`src/hdl/psm_pkg.sv`:
```
// Shared constants and types for the power state manager.
// Assumes a single core clock; all users import the whole package.
package psm_pkg;

  // Visible power state codes
  typedef enum logic [2:0] {
    MODE_RUN   = 3'h0,
    MODE_SLOW  = 3'h1,
    MODE_IDLE  = 3'h2,
    MODE_SLEEP = 3'h3,
    MODE_DEEP  = 3'h4
  } psm_mode_t;

  // Sequencer states, one-hot
  typedef enum logic [8:0] {
    ST_RUN      = 9'h001,
    ST_SLOW     = 9'h002,
    ST_BUS_REQ  = 9'h004,
    ST_IDLE     = 9'h008,
    ST_SR_ENTER = 9'h010,
    ST_SLEEP    = 9'h020,
    ST_DEEP     = 9'h040,
    ST_WAKE_CLK = 9'h080,
    ST_WAKE_SR  = 9'h100
  } psm_state_t;

  // Wake source positions inside the synchroniser
  localparam int WAKE_USER = 0;
  localparam int WAKE_RTC = 1;
  localparam int WAKE_RST = 2;
  localparam int WAKE_RING = 3;
  localparam int WAKE_NUM = 4;

  // Synchroniser reset values (inactive levels after polarity fix)
  localparam logic [3:0] WAKE_SYNC_RST = 4'h0;

  // Default peripheral count
  localparam int PERIPH_NUM = 8;

endpackage

```
`src/hdl/psm_wake_if.sv`:
```
// Carrier for synchronised wake sources between the synchroniser and the sequencer.
// Assumes both ends run on core_clk.
interface psm_wake_if;
  logic user_wake;
  logic rtc_alarm;
  logic reset_req;
  logic ring;
  logic any_wake;

  modport src (output user_wake, output rtc_alarm, output reset_req, output ring,
               output any_wake);
  modport dst (input user_wake, input rtc_alarm, input reset_req, input ring,
               input any_wake);
endinterface

```
`src/hdl/psm_wake_sync.sv`:
```
// Two-stage synchroniser for the asynchronous wake pins.
// Assumes pins are static levels from outside the core clock domain.
module psm_wake_sync
  import psm_pkg::*;
(
  // Clock and reset
  input wire logic core_clk,
  input wire logic rst_n,
  input wire logic clk_en,
  // Raw wake pins
  input wire logic user_wake_n,
  input wire logic rtc_alarm,
  input wire logic reset_req,
  input wire logic ring_n,
  // Synchronised side
  psm_wake_if.src wk
);

  logic [WAKE_NUM-1:0] raw;
  logic [WAKE_NUM-1:0] meta;
  logic [WAKE_NUM-1:0] sync;

  // Fold pin polarity so every bit is active high
  assign raw = {~ring_n, reset_req, rtc_alarm, ~user_wake_n};

  // First stage is read only by the second stage
  generate
    for (genvar i = 0; i < WAKE_NUM; i++)
    begin : g_sync
      always_ff @(posedge core_clk or negedge rst_n)
      begin
        if (!rst_n)
        begin
          meta[i] <= WAKE_SYNC_RST[i];
          sync[i] <= WAKE_SYNC_RST[i];
        end
        else if (clk_en)
        begin
          meta[i] <= raw[i];
          sync[i] <= meta[i];
        end
      end
    end
  endgenerate

  assign wk.user_wake = sync[WAKE_USER];
  assign wk.rtc_alarm = sync[WAKE_RTC];
  assign wk.reset_req = sync[WAKE_RST];
  assign wk.ring = sync[WAKE_RING];
  // All four sources reach the sequencer directly
  assign wk.any_wake = |sync;

endmodule

```
`src/hdl/psm_top.sv`:
```
// Power state manager: sequences run, slow, idle, sleep and deep sleep.
// Assumes bus arbiter, SDRAM controller and PLL lock share core_clk; wake pins are async.
// Deep sleep is modelled on the same clock: the wake path must be fed the slow clock there.
module psm_top
  import psm_pkg::*;
#(parameter int NPER = PERIPH_NUM)
(
  // Clock and reset
  input wire logic core_clk,
  input wire logic rst_n,
  input wire logic clk_en,
  // Software request
  input wire logic sw_req,
  input wire logic [2:0] sw_mode,
  // Processor and DMA
  input wire logic cpu_irq,
  input wire logic dma_bus_req,
  // Bus arbiter
  input wire logic bus_grant,
  output logic bus_req,
  // SDRAM controller and clock source
  input wire logic sdram_sr_ack,
  input wire logic clocks_stable,
  // Wake pins
  input wire logic user_wake_n,
  input wire logic rtc_alarm,
  input wire logic reset_req,
  input wire logic ring_n,
  // Peripheral controls
  input wire logic [NPER-1:0] periph_clk_off,
  input wire logic [NPER-1:0] periph_pwr_off,
  output logic [NPER-1:0] periph_clk_en,
  output logic [NPER-1:0] periph_pwr_en,
  // Power state outputs
  output logic [2:0] state_code,
  output logic core_half_rate,
  output logic cpu_halt,
  output logic cpu_resume,
  output logic sdram_sr_req,
  output logic clk_gate_off,
  output logic osc_off,
  output logic pll_off,
  output logic power_down,
  output logic ring_irq
);

  psm_wake_if wk ();
  psm_state_t state, next_state;
  logic slow_ret, deep_pend, idle_exit, asleep_next;

  psm_wake_sync u_sync (
    .core_clk(core_clk),
    .rst_n(rst_n),
    .clk_en(clk_en),
    .user_wake_n(user_wake_n),
    .rtc_alarm(rtc_alarm),
    .reset_req(reset_req),
    .ring_n(ring_n),
    .wk(wk)
  );

  // Interrupt or DMA wins over a sleep request arriving in ST_IDLE, not once in ST_SR_ENTER
  assign idle_exit = cpu_irq | dma_bus_req;
  // Next-state decode
  always_comb
  begin
    next_state = state;
    case (state)
      ST_RUN, ST_SLOW:
      begin
        if (sw_req && sw_mode == MODE_SLOW)
          next_state = ST_SLOW;
        else if (sw_req && sw_mode == MODE_RUN)
          next_state = ST_RUN;
        else if (sw_req && sw_mode == MODE_IDLE)
          next_state = ST_BUS_REQ;
      end
      ST_BUS_REQ:
        if (bus_grant)
          next_state = ST_IDLE;
      ST_IDLE:
      begin
        if (idle_exit)
          next_state = slow_ret ? ST_SLOW : ST_RUN;
        else if (sw_req && (sw_mode == MODE_SLEEP || sw_mode == MODE_DEEP))
          next_state = ST_SR_ENTER;
      end
      ST_SR_ENTER:
        if (sdram_sr_ack)
          next_state = deep_pend ? ST_DEEP : ST_SLEEP;
      ST_SLEEP:
      begin
        if (wk.any_wake)
          next_state = ST_WAKE_CLK;
        else if (sw_req && sw_mode == MODE_DEEP)
          next_state = ST_DEEP;
      end
      ST_DEEP:
        if (wk.any_wake)
          next_state = ST_WAKE_CLK;
      ST_WAKE_CLK:
        if (clocks_stable)
          next_state = ST_WAKE_SR;
      ST_WAKE_SR:
        if (!sdram_sr_ack)
          next_state = slow_ret ? ST_SLOW : ST_RUN;
      default:
        next_state = ST_RUN;
    endcase
  end

  // State register
  always_ff @(posedge core_clk or negedge rst_n)
  begin
    if (!rst_n)
      state <= ST_RUN;
    else if (clk_en)
      state <= next_state;
  end

  // Remember where to return and whether deep sleep was asked for
  always_ff @(posedge core_clk or negedge rst_n)
  begin
    if (!rst_n)
    begin
      slow_ret <= 1'b0;
      deep_pend <= 1'b0;
    end
    else if (clk_en)
    begin
      if (state == ST_RUN || state == ST_SLOW)
        slow_ret <= (state == ST_SLOW);
      if (state == ST_IDLE && sw_req)
        deep_pend <= (sw_mode == MODE_DEEP);
    end
  end

  assign asleep_next = (next_state == ST_SLEEP) || (next_state == ST_DEEP) ||
                       (next_state == ST_WAKE_CLK);

  // Outputs decoded from the next state so they line up with the state register
  always_ff @(posedge core_clk or negedge rst_n)
  begin
    if (!rst_n)
    begin
      state_code <= MODE_RUN;
      core_half_rate <= 1'b0;
      bus_req <= 1'b0;
      cpu_halt <= 1'b0;
      sdram_sr_req <= 1'b0;
      clk_gate_off <= 1'b0;
      osc_off <= 1'b0;
      pll_off <= 1'b0;
      power_down <= 1'b0;
    end
    else if (clk_en)
    begin
      case (next_state)
        ST_RUN: state_code <= MODE_RUN;
        ST_SLOW: state_code <= MODE_SLOW;
        ST_BUS_REQ, ST_IDLE, ST_SR_ENTER: state_code <= MODE_IDLE;
        ST_DEEP: state_code <= MODE_DEEP;
        default: state_code <= MODE_SLEEP;
      endcase
      core_half_rate <= (next_state == ST_SLOW);
      bus_req <= (next_state != ST_RUN) && (next_state != ST_SLOW);
      cpu_halt <= (next_state != ST_RUN) && (next_state != ST_SLOW) &&
                  (next_state != ST_BUS_REQ);
      sdram_sr_req <= (next_state == ST_SR_ENTER) || asleep_next || (next_state == ST_WAKE_SR);
      clk_gate_off <= asleep_next;
      osc_off <= (next_state == ST_DEEP);
      pll_off <= (next_state == ST_DEEP);
      power_down <= (next_state == ST_DEEP);
    end
  end

  // Resume pulse and ring interrupt routing
  always_ff @(posedge core_clk or negedge rst_n)
  begin
    if (!rst_n)
    begin
      cpu_resume <= 1'b0;
      ring_irq <= 1'b0;
    end
    else if (clk_en)
    begin
      cpu_resume <= (state == ST_IDLE) && idle_exit;
      ring_irq <= wk.ring && !asleep_next;
    end
  end

  // Per-peripheral gating; global gating overrides the individual enables
  generate
    for (genvar i = 0; i < NPER; i++)
    begin : g_per
      always_ff @(posedge core_clk or negedge rst_n)
      begin
        if (!rst_n)
        begin
          periph_clk_en[i] <= 1'b1;
          periph_pwr_en[i] <= 1'b1;
        end
        else if (clk_en)
        begin
          periph_clk_en[i] <= !periph_clk_off[i] && !asleep_next;
          periph_pwr_en[i] <= !periph_pwr_off[i] && (next_state != ST_DEEP);
        end
      end
    end
  endgenerate
endmodule

```
`config.mk`:
```
export PLATFORM = sky130hd
export DESIGN_NAME = psm_top
export DESIGN_NICKNAME = d
export VERILOG_FILES = /design/src/hdl/psm_pkg.sv /design/src/hdl/psm_wake_if.sv /design/src/hdl/psm_wake_sync.sv /design/src/hdl/psm_top.sv
export SDC_FILE = /design/constraint.sdc
export NUM_CORES = 1
export LEC_CHECK = 0
export BUFFER_PORTS_ARGS = -buffer_cell sky130_fd_sc_hd__clkbuf_2
export CORE_ASPECT_RATIO = 1.2
export CORE_MARGIN = 4
export CORE_UTILIZATION = 30
export CTS_BUF_LIST = sky130_fd_sc_hd__clkbuf_4
export CTS_CLUSTER_SIZE = 14
export DETAILED_ROUTE_END_ITERATION = 7
export GPL_TIMING_DRIVEN = 0
export SLEW_MARGIN = 20
export SYNTH_ARGS = -nofsm -noshare
export SYNTH_HDL_FRONTEND = slang
export SYNTH_SLANG_ARGS = --single-unit
export TNS_END_PERCENT = 50
```
`constraint.sdc`:
```
create_clock -name core_clk -period 5.1 [get_ports core_clk]
set_input_delay 0.255 -clock core_clk [delete_from_list [all_inputs] [get_ports core_clk]]
set_output_delay 0.255 -clock core_clk [all_outputs]
set_load 0.01 [all_outputs]
```
==> results of run 1 <==
==> final timing paths <==
kind,start,slack [ps],endpoint,cells after the start
worst max-delay path,state[4]$_DFFE_PN0P_,2640,ring_irq$_DFFE_PN0P_,8
worst min-delay path,ring_n,50,u_sync.meta[3]$_DFFE_PN0P_,2
worst max register to register,state[4]$_DFFE_PN0P_,2640,ring_irq$_DFFE_PN0P_,8
worst min register to register,periph_pwr_en[5]$_DFFE_PN1P_,490,periph_pwr_en[5]$_DFFE_PN1P_,1
max in group asynchronous,rst_n,4250,cpu_halt$_DFFE_PN0P_,2
min in group asynchronous,rst_n,440,state_code[2]$_DFFE_PN0P_,2
==> Yosys cell counts (2+ instances only) <==
library cell   n  area, um2
nor2b_1        2      12.51
inv_1          6      22.52
nor3_1         6      30.03
dfstp_2       17      446.7
and3_1         2      12.51
o21ai_0        7      35.03
dfrtp_1       29      725.7
nor4_1         2      12.51
clkbuf_1       7      26.28
buf_2          5      25.02
buf_4          3      22.52
nand2_1       12      45.04
nor3b_1        3      22.52
buf_6          3      33.78
xor2_1         2      17.52
or4_1          3      22.52
or3_1          3      18.77
a31oi_1        2      12.51
nor4b_1        3      26.28
o21a_1         5      37.54
a211oi_1       3      22.52
nand2b_1       5      31.28
nor3_2         2      20.02
a22o_1         2      17.52
mux2_2         8      90.09
a21oi_1        5      25.02
a41oi_1        3      26.28
nand3b_1       3      22.52
a21boi_0       2      15.01
nor2_1        19      71.32
o2bb2ai_1     19      166.4
o211ai_1       2      15.01
==> state kept, by name (all words and copies together), names as in the netlist, 3 cells and up <==
signal	flops
state	9
periph_clk_en	8
periph_pwr_en	8
u_sync.meta	4
state_code	3
==> power groups by stage <==
stage	logic, uW	registers, uW	clock network [uW]
2_1_floorplan	92.6	446	0
3_3_place_gp	167	438	0
3_5_place_dp	170	438	0
4_1_cts	180	433	185
5_1_grt	198	438	197
6_report	177	432	177
==> stage by stage <==
stage	hold WS, ps	power (uW)	setup slack, ps	std cells	cell area, um2
2_1_floorplan	-40.59	538.9	2981	216	2328
3_3_place_gp	388.2	605.0	2703	366	2741
3_5_place_dp	335.4	608.1	2677	366	2744
4_1_cts	33.76	797.7	2650	391	2973
5_1_grt	45.95	832.8	2403	391	2973
6_report	46.03	786.7	2643	391	2973
==> logic make-up after synthesis <==
family	Yosys count
compound gates	63
xor+xnor	3
buf+inv	25
flops	46
mux	8
simple gates	71
==> area by class of cell <==
class / instances / share of cell area
sequential: 46 / 0.3944
inverter: 6 / 0.007576
multi-input combinational: 145 / 0.3439
buffer: 19 / 0.03746
tap: 90 / 0.03788
clock buffer: 5 / 0.01263
clock inverter: 3 / 0.007155
timing repair buffer: 77 / 0.1591
==> critical path, cell delays in order, from the launching register on <==
cell	delay (ps)
dfrtp_1	490
or4_1	540
buf_4	180
nor3_2	270
nand2_1	160
o211ai_1	250
a2111o_1	230
buf_6	150
o2bb2ai_1	80
==> layer usage <==
metal	vias to the layer above	wire length, um	global-route usage	part of all wire
met5	-	0	0	0
met4	0	107	0.04320	0.018
met3	10	293	0.02456	0.050
met2	57	2837	0.2246	0.48
met1	946	2665	0.1735	0.45
li1	972	-	-	-
==> what timing repair did <==
action	4_1_cts	5_1_grt
buffers inserted	0	0
hold buffers	17	0
endpoints found under the hold margin	45	0
==> reports/qor.yml, run 1 <==
core_um2: 7402
syn_inst: 216
io_pins: 61
max-cap-violations: 0
cts_max_level: 2
comb_power_share: 0.225
drive_gt1_frac: 0.3754
p_leak_uw: 0.001314
yosys.area_share.simple: 0.1757
seq_area_frac_synth: 0.5035
hold_viol: 0
slew_headroom: 0.5935
detailed_place_hpwl_mm: 4.384
clockBufferDepth: 2
crit_required_ps: 5370
synth_ff_type: "dfrtp_1"
syn-cell-area_um2: 2328
n_fill_cell: 751
synthMuxAreaShare: 0.03869
cts_resized: 0
final_util: 0.4016
area_delta_synth_final_pct: 27.67
grt_start_max_net_pins: 47
ir_drop_v: 0.0001961
antenna_found_initial: 0
outcome: "finished clean"
synth_nets: 248
drt_iter0_markers: 98
synthXorXnorAreaFrac: 0.01128
drv_slew: 0
fmax_mhz: 407.0
avgSynthCellArea_um2: 10.78
regArea_um2: 1172
cts_buffers: 5
synth_compound_area_frac: 0.2133
cts_tree: "done"
clkTransAtPathRegs_ps: 140
grt_pass1_vias: 2084
clkPwrFrac: 0.225
die_w_um: 88.43
cp_max_fo: 10
endpoint_kind: "register"
internal-power_uw: 547.7
wl_per_cell_um: 15.10
setup_viol: 0
switching_share: 0.3038
gr-total-overflow: 0
finClkSkew_ps: 16.86
multiInputGateArea_um2: 1022
tightest_slew_ps: 609.7
pwr-share-seq: 0.550
fin_crit_ps: 2457
root_buffer: "clkbuf_4"
critPathLaunchType: "register"
p_switching_uw: 239.0
synth_top_family_by_area: "compound AO/OA/AOI/OAI gates"
yosys_warnings: 0
synthAdderAreaFrac: 0
die_y_um: 104.5
antenna_cells: 0
ys_ff_latch: 46
layout_commonest_cell: "clkbuf_2"
wirelength_mm: 5.903
layout_common_cells: "clkbuf_2, dfrtp_1, nor2_1, o2bb2ai_1"
route.antenna.remaining_nets: 0
rsz0062_at_grt: "no"
row_count: 34
cts_sinks: 46
dr.pass1.iters: 4
drc: 0
portBuffers: 60
via_per_inst: 5.077
power_density_nw_per_um2: 264.6
initial_core_util: 0.3146
num_vias: 1985
ys_types: 53
clkLatencyLatePin_ps: 370
min_path_type: "input pin to register"
track_usage: 0.1345
synthArstFlopShare: 1.000
fin_nets: 332
criticalPathCategory: "register to register"
fin_crit_sh: 0.4818
arrival_ps: 2730
dieArea_um2: 9241
synth_edf_count: 0
grt_pass1_wl_mm: 10.04
place_congestion: 0.8591
final.setup.tns_ps: 0
Power figures use the tool's default switching activity.
==> inputs of run 2 (changes only) <==
==> constraint.sdc (replaced) <==
create_clock -name core_clk -period 2.1 [get_ports core_clk]
set_input_delay 0.105 -clock core_clk [delete_from_list [all_inputs] [get_ports core_clk]]
set_output_delay 0.105 -clock core_clk [all_outputs]
set_load 0.01 [all_outputs]
==> run 2 against run 1 <==
Against the previous run:
- the run now ends with setup timing left
- via count increased by 6.3%
- wire length is 11% higher
- largest cell class is now multi-input combinational cells
- flip-flop and latch count is the same
- core utilization up 5.9 points
- clock-buffer cell count is 1 higher
- power grew to 2.7 times the previous value
- final cell count increased by 5.4%
- setup slack worse by 2700 ps
- worst hold slack improved by 83 ps
- critical path depth unchanged
==> reports/qor.yml, run 2 (same netlist as run 1, synthesis figures left out) <==
outcome: "finished with violations"  # was finished clean
violations: "setup timing"
ff2ff_setup_slack_ps: -90  # was 2640 ps
power_density_nw_per_um2: 629.8  # was 264.6 nW/um2
clkLatencyLatePin_ps: 360  # was 370 ps
rr_endpoint: "sdram_sr_req$_DFFE_PN0P_"  # was ring_irq$_DFFE_PN0P_
p_leak_uw: 0.001498  # was 0.001314 uW
crit_buf_inv: 2  # unchanged
layout_setup_ws_ps: -88.65  # was 2643 ps
drc: 0  # unchanged
slowest_stage: "dfstp_2"  # was or4_1
reg2reg_from: "state[0]$_DFFE_PN1P_"  # was state[4]$_DFFE_PN0P_
finClkSkew_ps: 15.67  # was 16.86 ps
initial_core_util: 0.3146  # unchanged
num_vias: 2110  # was 1985
crit_family: "compound AO/OA/AOI/OAI gates"  # was simple AND/OR/NAND/NOR gates
max-cap-violations: 0  # unchanged
reg2regPathDepth: 8  # unchanged
dr.pass1.iters: 4  # unchanged
cts_sinks: 46  # unchanged
dp.cells: 367  # was 366
grt_pass1_vias: 2317  # was 2084
slew_headroom: 0.5194  # was 0.5935
final_util: 0.4606  # was 0.4016
row_count: 34  # unchanged
final_cells: 412  # was 391
dieArea_um2: 9241  # unchanged
cp_cell_sequence: "buf_6, or3_4, nor4_4, a221oi_2, o211ai_1, a2111o_1, buf_4, o22a_2"  # was or4_1, buf_4, nor3_2, nand2_1, o211ai_1, a2111o_1, buf_6, o2bb2ai_1
portBuffers: 60  # unchanged
clockBufferDepth: 2  # unchanged
drt_iter0_markers: 107  # was 98
fin_nets: 353  # was 332
cp_num_cells: 8  # unchanged
fmax_mhz: 456.9  # was 407.0 MHz
clkPwrFrac: 0.249  # was 0.225
min_to: "state[3]$_DFFE_PN0P_"  # was u_sync.meta[3]$_DFFE_PN0P_
route.antenna.remaining_nets: 0  # unchanged
n_fill_cell: 728  # was 751
die_w_um: 88.43  # unchanged
min_path_cells: 3  # was 2
core_um2: 7402  # unchanged
setup_viol: 23  # was 0
top_register: "state"  # unchanged
root_buffer: "clkbuf_4"  # unchanged
cts_max_level: 2  # unchanged
clkTransAtPathRegs_ps: 140  # about the same
via_per_inst: 5.121  # was 5.077
endpoint_kind: "register"  # unchanged
die_y_um: 104.5  # unchanged
track_usage: 0.1505  # was 0.1345
critPathLaunchType: "register"  # unchanged
layout_commonest_cell: "clkbuf_2"  # unchanged
antenna_found_initial: 0  # unchanged
place_congestion: 0.8549  # was 0.8591
arrival_ps: 2460  # was 2730 ps
fin_crit_ps: 2189  # was 2457 ps
final_area_um2: 3410  # was 2973 um2
internal-power_uw: 1535  # was 547.7 uW
antenna_cells: 0  # unchanged
criticalPathCategory: "register to register"  # unchanged
ir_drop_v: 0.0005328  # was 0.0001961 V
io_pins: 61  # unchanged
fin_crit_sh: 1.042  # was 0.4818
layout_common_cells: "clkbuf_2, dfrtp_1, dlygate4sd3_1"  # was clkbuf_2, dfrtp_1, nor2_1, o2bb2ai_1
area_delta_synth_final_pct: 46.43  # was 27.67%
rsz0062_at_grt: "yes"  # was no
gr-total-overflow: 0  # unchanged
min_path_type: "input pin to register"  # unchanged
cts_tree: "done"  # unchanged
largest_register_ffs: 9  # unchanged
hold_viol: 0  # unchanged
cts_buffers: 5  # unchanged
wl_per_cell_um: 15.88  # was 15.10 um
drv_slew: 0  # unchanged
grt_start_max_net_pins: 30  # was 47
hold_start: "bus_grant"  # was ring_n
slowest_delay_ps: 550  # was 540 ps
drive_gt1_frac: 0.4876  # was 0.3754
switching_share: 0.2850  # was 0.3038
critPathLaunch: "state[0]$_DFFE_PN1P_"  # was state[4]$_DFFE_PN0P_
reg.largest.list: "state: 9 flops, periph_clk_en: 8 flops, periph_pwr_en: 8 flops"  # unchanged
wirelength_mm: 6.543  # was 5.903 mm
comb_power_share: 0.257  # was 0.225
detailed_place_hpwl_mm: 4.600  # was 4.384 mm
cp_max_fo: 7  # was 10
grt_pass1_wl_mm: 11.07  # was 10.04 mm
pwr-share-seq: 0.494  # was 0.550
p_switching_uw: 611.9  # was 239.0 uW
tightest_slew_ps: 720.8  # was 609.7 ps
placed_area_um2: 2761  # was 2744 um2
crit_required_ps: 2370  # was 5370 ps
[run 2: changes by cell type in the layout (fill, tap and decap cells not counted), moves of 3 or more]
| cell | change |
|---|---|
| or4_4 | +3 |
| o2bb2ai_1 | -8 |
| buf_2 | -3 |
| or4_1 | -3 |
| dlygate4sd3_1 | +4 |
| buf_4 | +16 |
| o2bb2ai_2 | +5 |
| o2bb2ai_4 | +3 |
[run 2: power groups by stage]
| stage | Clock [uW] | Combinational (uW) | Sequential, uW |
|---|---|---|---|
| 6_report | 535 | 552 | 1060 |
| 5_1_grt | 595 | 603 | 1070 |
| 4_1_cts | 551 | 519 | 1050 |
| 3_5_place_dp | 0 | 421 | 1070 |
| 3_3_place_gp | 0 | 407 | 1060 |
| 2_1_floorplan | 0 | 225 | 1080 |
[run 2: tightest hold or removal path, cell delays in order]
cell and delay (ps):
clkbuf_2 110, a2bb2oi_1 90, a21oi_1 140
[run 2: metrics by stage]
step                      setup slack [ps]  hold slack [ps]  setup TNS, ps  total power, uW
final                               -88.65            129.1          -1034             2147
after CTS                           -93.34            127.0          -1122             2124
after detailed placement            -341.0            83.40          -5115             1487
after floorplan                      13.50           -190.6              0             1309
after global placement              -316.0            238.7          -4506             1469
after global routing                -190.0            150.1          -3215             2272
[run 2: layer usage]
| layer | global-route usage | share of wire | wire (um) |
|---|---|---|---|
| met4 | 0.06048 | 0.017 | 112 |
| met3 | 0.04120 | 0.061 | 400 |
| met2 | 0.2444 | 0.49 | 3232 |
| met5 | 0 | 0 | 0 |
| met1 | 0.1864 | 0.43 | 2798 |
[run 2: worst max-delay path by stage]
stage          slack (ps)                           end
2_1_floorplan          10          ring_irq$_DFFE_PN0P_
3_3_place_gp         -320  periph_clk_en[4]$_DFFE_PN1P_
3_5_place_dp         -340          ring_irq$_DFFE_PN0P_
4_1_cts               -90      sdram_sr_req$_DFFE_PN0P_
5_1_grt              -190      sdram_sr_req$_DFFE_PN0P_
6_report              -90      sdram_sr_req$_DFFE_PN0P_
[run 2: cell type report]
type,instances,area (um2),share of cell area
Multi-Input combinational cell,145,1240,0.3637
Sequential cell,46,1174,0.3442
Timing Repair Buffer,99,661.9,0.1941
Buffer,18,120.1,0.03523
Tap cell,90,112.6,0.03303
Clock buffer,6,45.04,0.01321
Clock inverter,2,33.78,0.009908
Inverter,6,22.52,0.006606
[run 2: repair_timing]
item / CTS / global route
resized for setup: 27 / 18
cloned: 1 / 1
hold buffers: 21 / 0
hold endpoints to repair: 34 / 0
pin swaps: 14 / 5
setup buffers: 14 / 1
endpoints found under the setup margin: 29 / 31
==> inputs of run 3 (changes only) <==
==> constraint.sdc (replaced) <==
create_clock -name core_clk -period 2.2 [get_ports core_clk]
set_input_delay 0.11 -clock core_clk [delete_from_list [all_inputs] [get_ports core_clk]]
set_output_delay 0.11 -clock core_clk [all_outputs]
set_load 0.01 [all_outputs]
==> run 3 against run 2 <==
Against the previous run:
- the run still ends with setup timing left
- clock power shrank 23%
- non-clock buffer count shrank 1
- power shrank 9.8%
- sequential share of layout area grew 0.88 points
- maximum frequency shrank 0.71%
- first-iteration DRC count grew 22%
- design area shrank 2.5%
- combinational power shrank 6.5%
- critical path type unchanged
- largest cell class unchanged
- highest routed layer unchanged
==> reports/qor.yml, run 3 (same netlist as run 1, synthesis figures left out) <==
clkLatencyLatePin_ps: 370  # was 360 ps
rsz0062_at_grt: "yes"  # unchanged
dp.cells: 366  # was 367
critPathLaunch: "state[0]$_DFFE_PN1P_"  # unchanged
die_w_um: 88.43  # unchanged
track_usage: 0.1408  # was 0.1505
cp_max_fo: 6  # was 7
fmax_mhz: 453.7  # was 456.9 MHz
final_area_um2: 3324  # was 3410 um2
wirelength_mm: 6.330  # was 6.543 mm
cts_buffers: 5  # unchanged
portBuffers: 60  # unchanged
critPathLaunchType: "register"  # unchanged
cts_tree: "done"  # unchanged
antenna_cells: 0  # unchanged
finClkSkew_ps: 18.70  # was 15.67 ps
clkPwrFrac: 0.214  # was 0.249
wl_per_cell_um: 15.40  # was 15.88 um
tightest_slew_ps: 633.0  # was 720.8 ps
drc: 0  # unchanged
largest_register_ffs: 9  # unchanged
placed_area_um2: 2744  # was 2761 um2
io_pins: 61  # unchanged
violations: "setup timing"  # unchanged
fin_nets: 352  # was 353
pwr-share-seq: 0.520  # was 0.494
fin_hold_ws_ps: 136.0  # was 129.1 ps
drt_iter0_markers: 131  # was 107
route.antenna.remaining_nets: 0  # unchanged
grt_pass1_vias: 2206  # was 2317
detailed_place_hpwl_mm: 4.384  # was 4.600 mm
p_switching_uw: 601.0  # was 611.9 uW
via_per_inst: 5.083  # was 5.121
n_fill_cell: 715  # was 728
final_util: 0.4491  # was 0.4606
hold_start: "clocks_stable"  # was bus_grant
total_power_uw: 1937  # was 2147 uW
grt_pass1_wl_mm: 10.53  # was 11.07 mm
initial_core_util: 0.3146  # unchanged
layout_common_cells: "clkbuf_2, dfrtp_1, dlygate4sd3_1"  # unchanged
drv_slew: 0  # unchanged
core_um2: 7402  # unchanged
layout_setup_ws_ps: -4.317  # was -88.65 ps
gr-total-overflow: 0  # unchanged
antenna_found_initial: 0  # unchanged
final_cells: 411  # was 412
criticalPathCategory: "register to register"  # unchanged
regArea_um2: 1174  # unchanged
reg2reg_from: "state[0]$_DFFE_PN1P_"  # unchanged
min_path_type: "input pin to register"  # unchanged
fin_crit_ps: 2204  # was 2189 ps
grt_start_max_net_pins: 47  # was 30
slew_headroom: 0.5780  # was 0.5194
num_vias: 2089  # was 2110
outcome: "finished with violations"  # unchanged
root_buffer: "clkbuf_4"  # unchanged
dr.pass1.iters: 4  # unchanged
layout_commonest_cell: "clkbuf_2"  # unchanged
drive_gt1_frac: 0.4735  # was 0.4876
cts_max_level: 2  # unchanged
clkTransAtPathRegs_ps: 140  # about the same
setup_viol: 4  # was 23
clockBufferDepth: 2  # unchanged
row_count: 34  # unchanged
area_delta_synth_final_pct: 42.77  # was 46.43%
top_register: "state"  # unchanged
max-cap-violations: 0  # unchanged
cts_sinks: 46  # unchanged
die_y_um: 104.5  # unchanged
dieArea_um2: 9241  # unchanged
switching_share: 0.3103  # was 0.2850
crit_required_ps: 2510  # was 2370 ps
comb_power_share: 0.266  # was 0.257
endpoint_kind: "register"  # unchanged
fin_crit_sh: 1.002  # was 1.042
power_density_nw_per_um2: 582.6  # was 629.8 nW/um2
hold_viol: 0  # unchanged
arrival_ps: 2520  # was 2460 ps
multiInputGateArea_um2: 1201  # was 1240 um2
internal-power_uw: 1336  # was 1535 uW
place_congestion: 0.8591  # was 0.8549
reg.largest.list: "state: 9 flops, periph_clk_en: 8 flops, periph_pwr_en: 8 flops"  # unchanged
p_leak_uw: 0.001468  # was 0.001498 uW
ir_drop_v: 0.0004574  # was 0.0005328 V
-- run 3: changes by cell type in the layout (fill, tap and decap cells not counted), sizes merged --
cell / change
clkbuf: -2
bufinv: -1
clkinv: +1
clkinvlp: +1
-- run 3: per-layer routing --
layer | vias up | share of wire | wire length, um | global-route usage
li1 | 1004 | - | - | -
met1 | 1019 | 0.44 | 2773 | 0.1782
met4 | 0 | 0.012 | 77 | 0.04104
met5 | - | 0 | 0 | 0
met3 | 6 | 0.053 | 336 | 0.02456
met2 | 60 | 0.50 | 3143 | 0.2417
-- run 3: area by class of cell --
class	count	area share
plain buffers	18	0.03350
clock buffers	5	0.01129
clock inverters	3	0.006398
inverters	6	0.006775
multi-input cells	145	0.3613
flip-flops and latches	46	0.3530
well taps	90	0.03387
repair buffers	98	0.1938
-- run 3: critical path, cell delays in order, from the launching register on --
cell and delay (ps):
dfstp_2 550, buf_6 130, or3_4 140, nor4_2 50
a221oi_2 320, o211ai_1 160, a2111o_1 520, buf_6 170
o2bb2ai_1 130
-- run 3: final timing paths --
path	slack [ps]	cells past startpoint	end
setup / recovery	-4	8	periph_clk_en[6]$_DFFE_PN1P_
hold / removal	140	3	state[8]$_DFFE_PN0P_
setup reg to reg	-4	8	periph_clk_en[6]$_DFFE_PN1P_
hold reg to reg	490	1	periph_pwr_en[7]$_DFFE_PN1P_
max in group asynchronous	1480	2	state[4]$_DFFE_PN0P_
min in group asynchronous	290	2	state_code[2]$_DFFE_PN0P_
-- run 3: power groups by stage --
stage | sequential (uW) | clock [uW] | combinational (uW)
after global routing | 1020 | 461 | 566
after CTS | 1000 | 429 | 488
after detailed placement | 1020 | 0 | 394
after floorplan | 1030 | 0 | 215
after global placement | 1010 | 0 | 388
final | 1010 | 414 | 516
-- run 3: stage by stage --
| stage | setup TNS [ps] | setup WS, ps |
|---|---|---|
| after floorplan | 0 | 80.66 |
| after global placement | -3073 | -196.7 |
| after detailed placement | -3541 | -222.8 |
| after CTS | 0 | 3.532 |
| after global routing | -782.7 | -81.33 |
| final | -7.492 | -4.317 |
-- run 3: repair_timing --
action | 4_1_cts | 5_1_grt
pin swaps | 12 | 6
hold buffers | 21 | 0
cloned | 2 | 0
buffers inserted | 14 | 2
hold endpoints to repair | 49 | 0
resized for setup | 22 | 16
endpoints found under the setup margin | 25 | 17
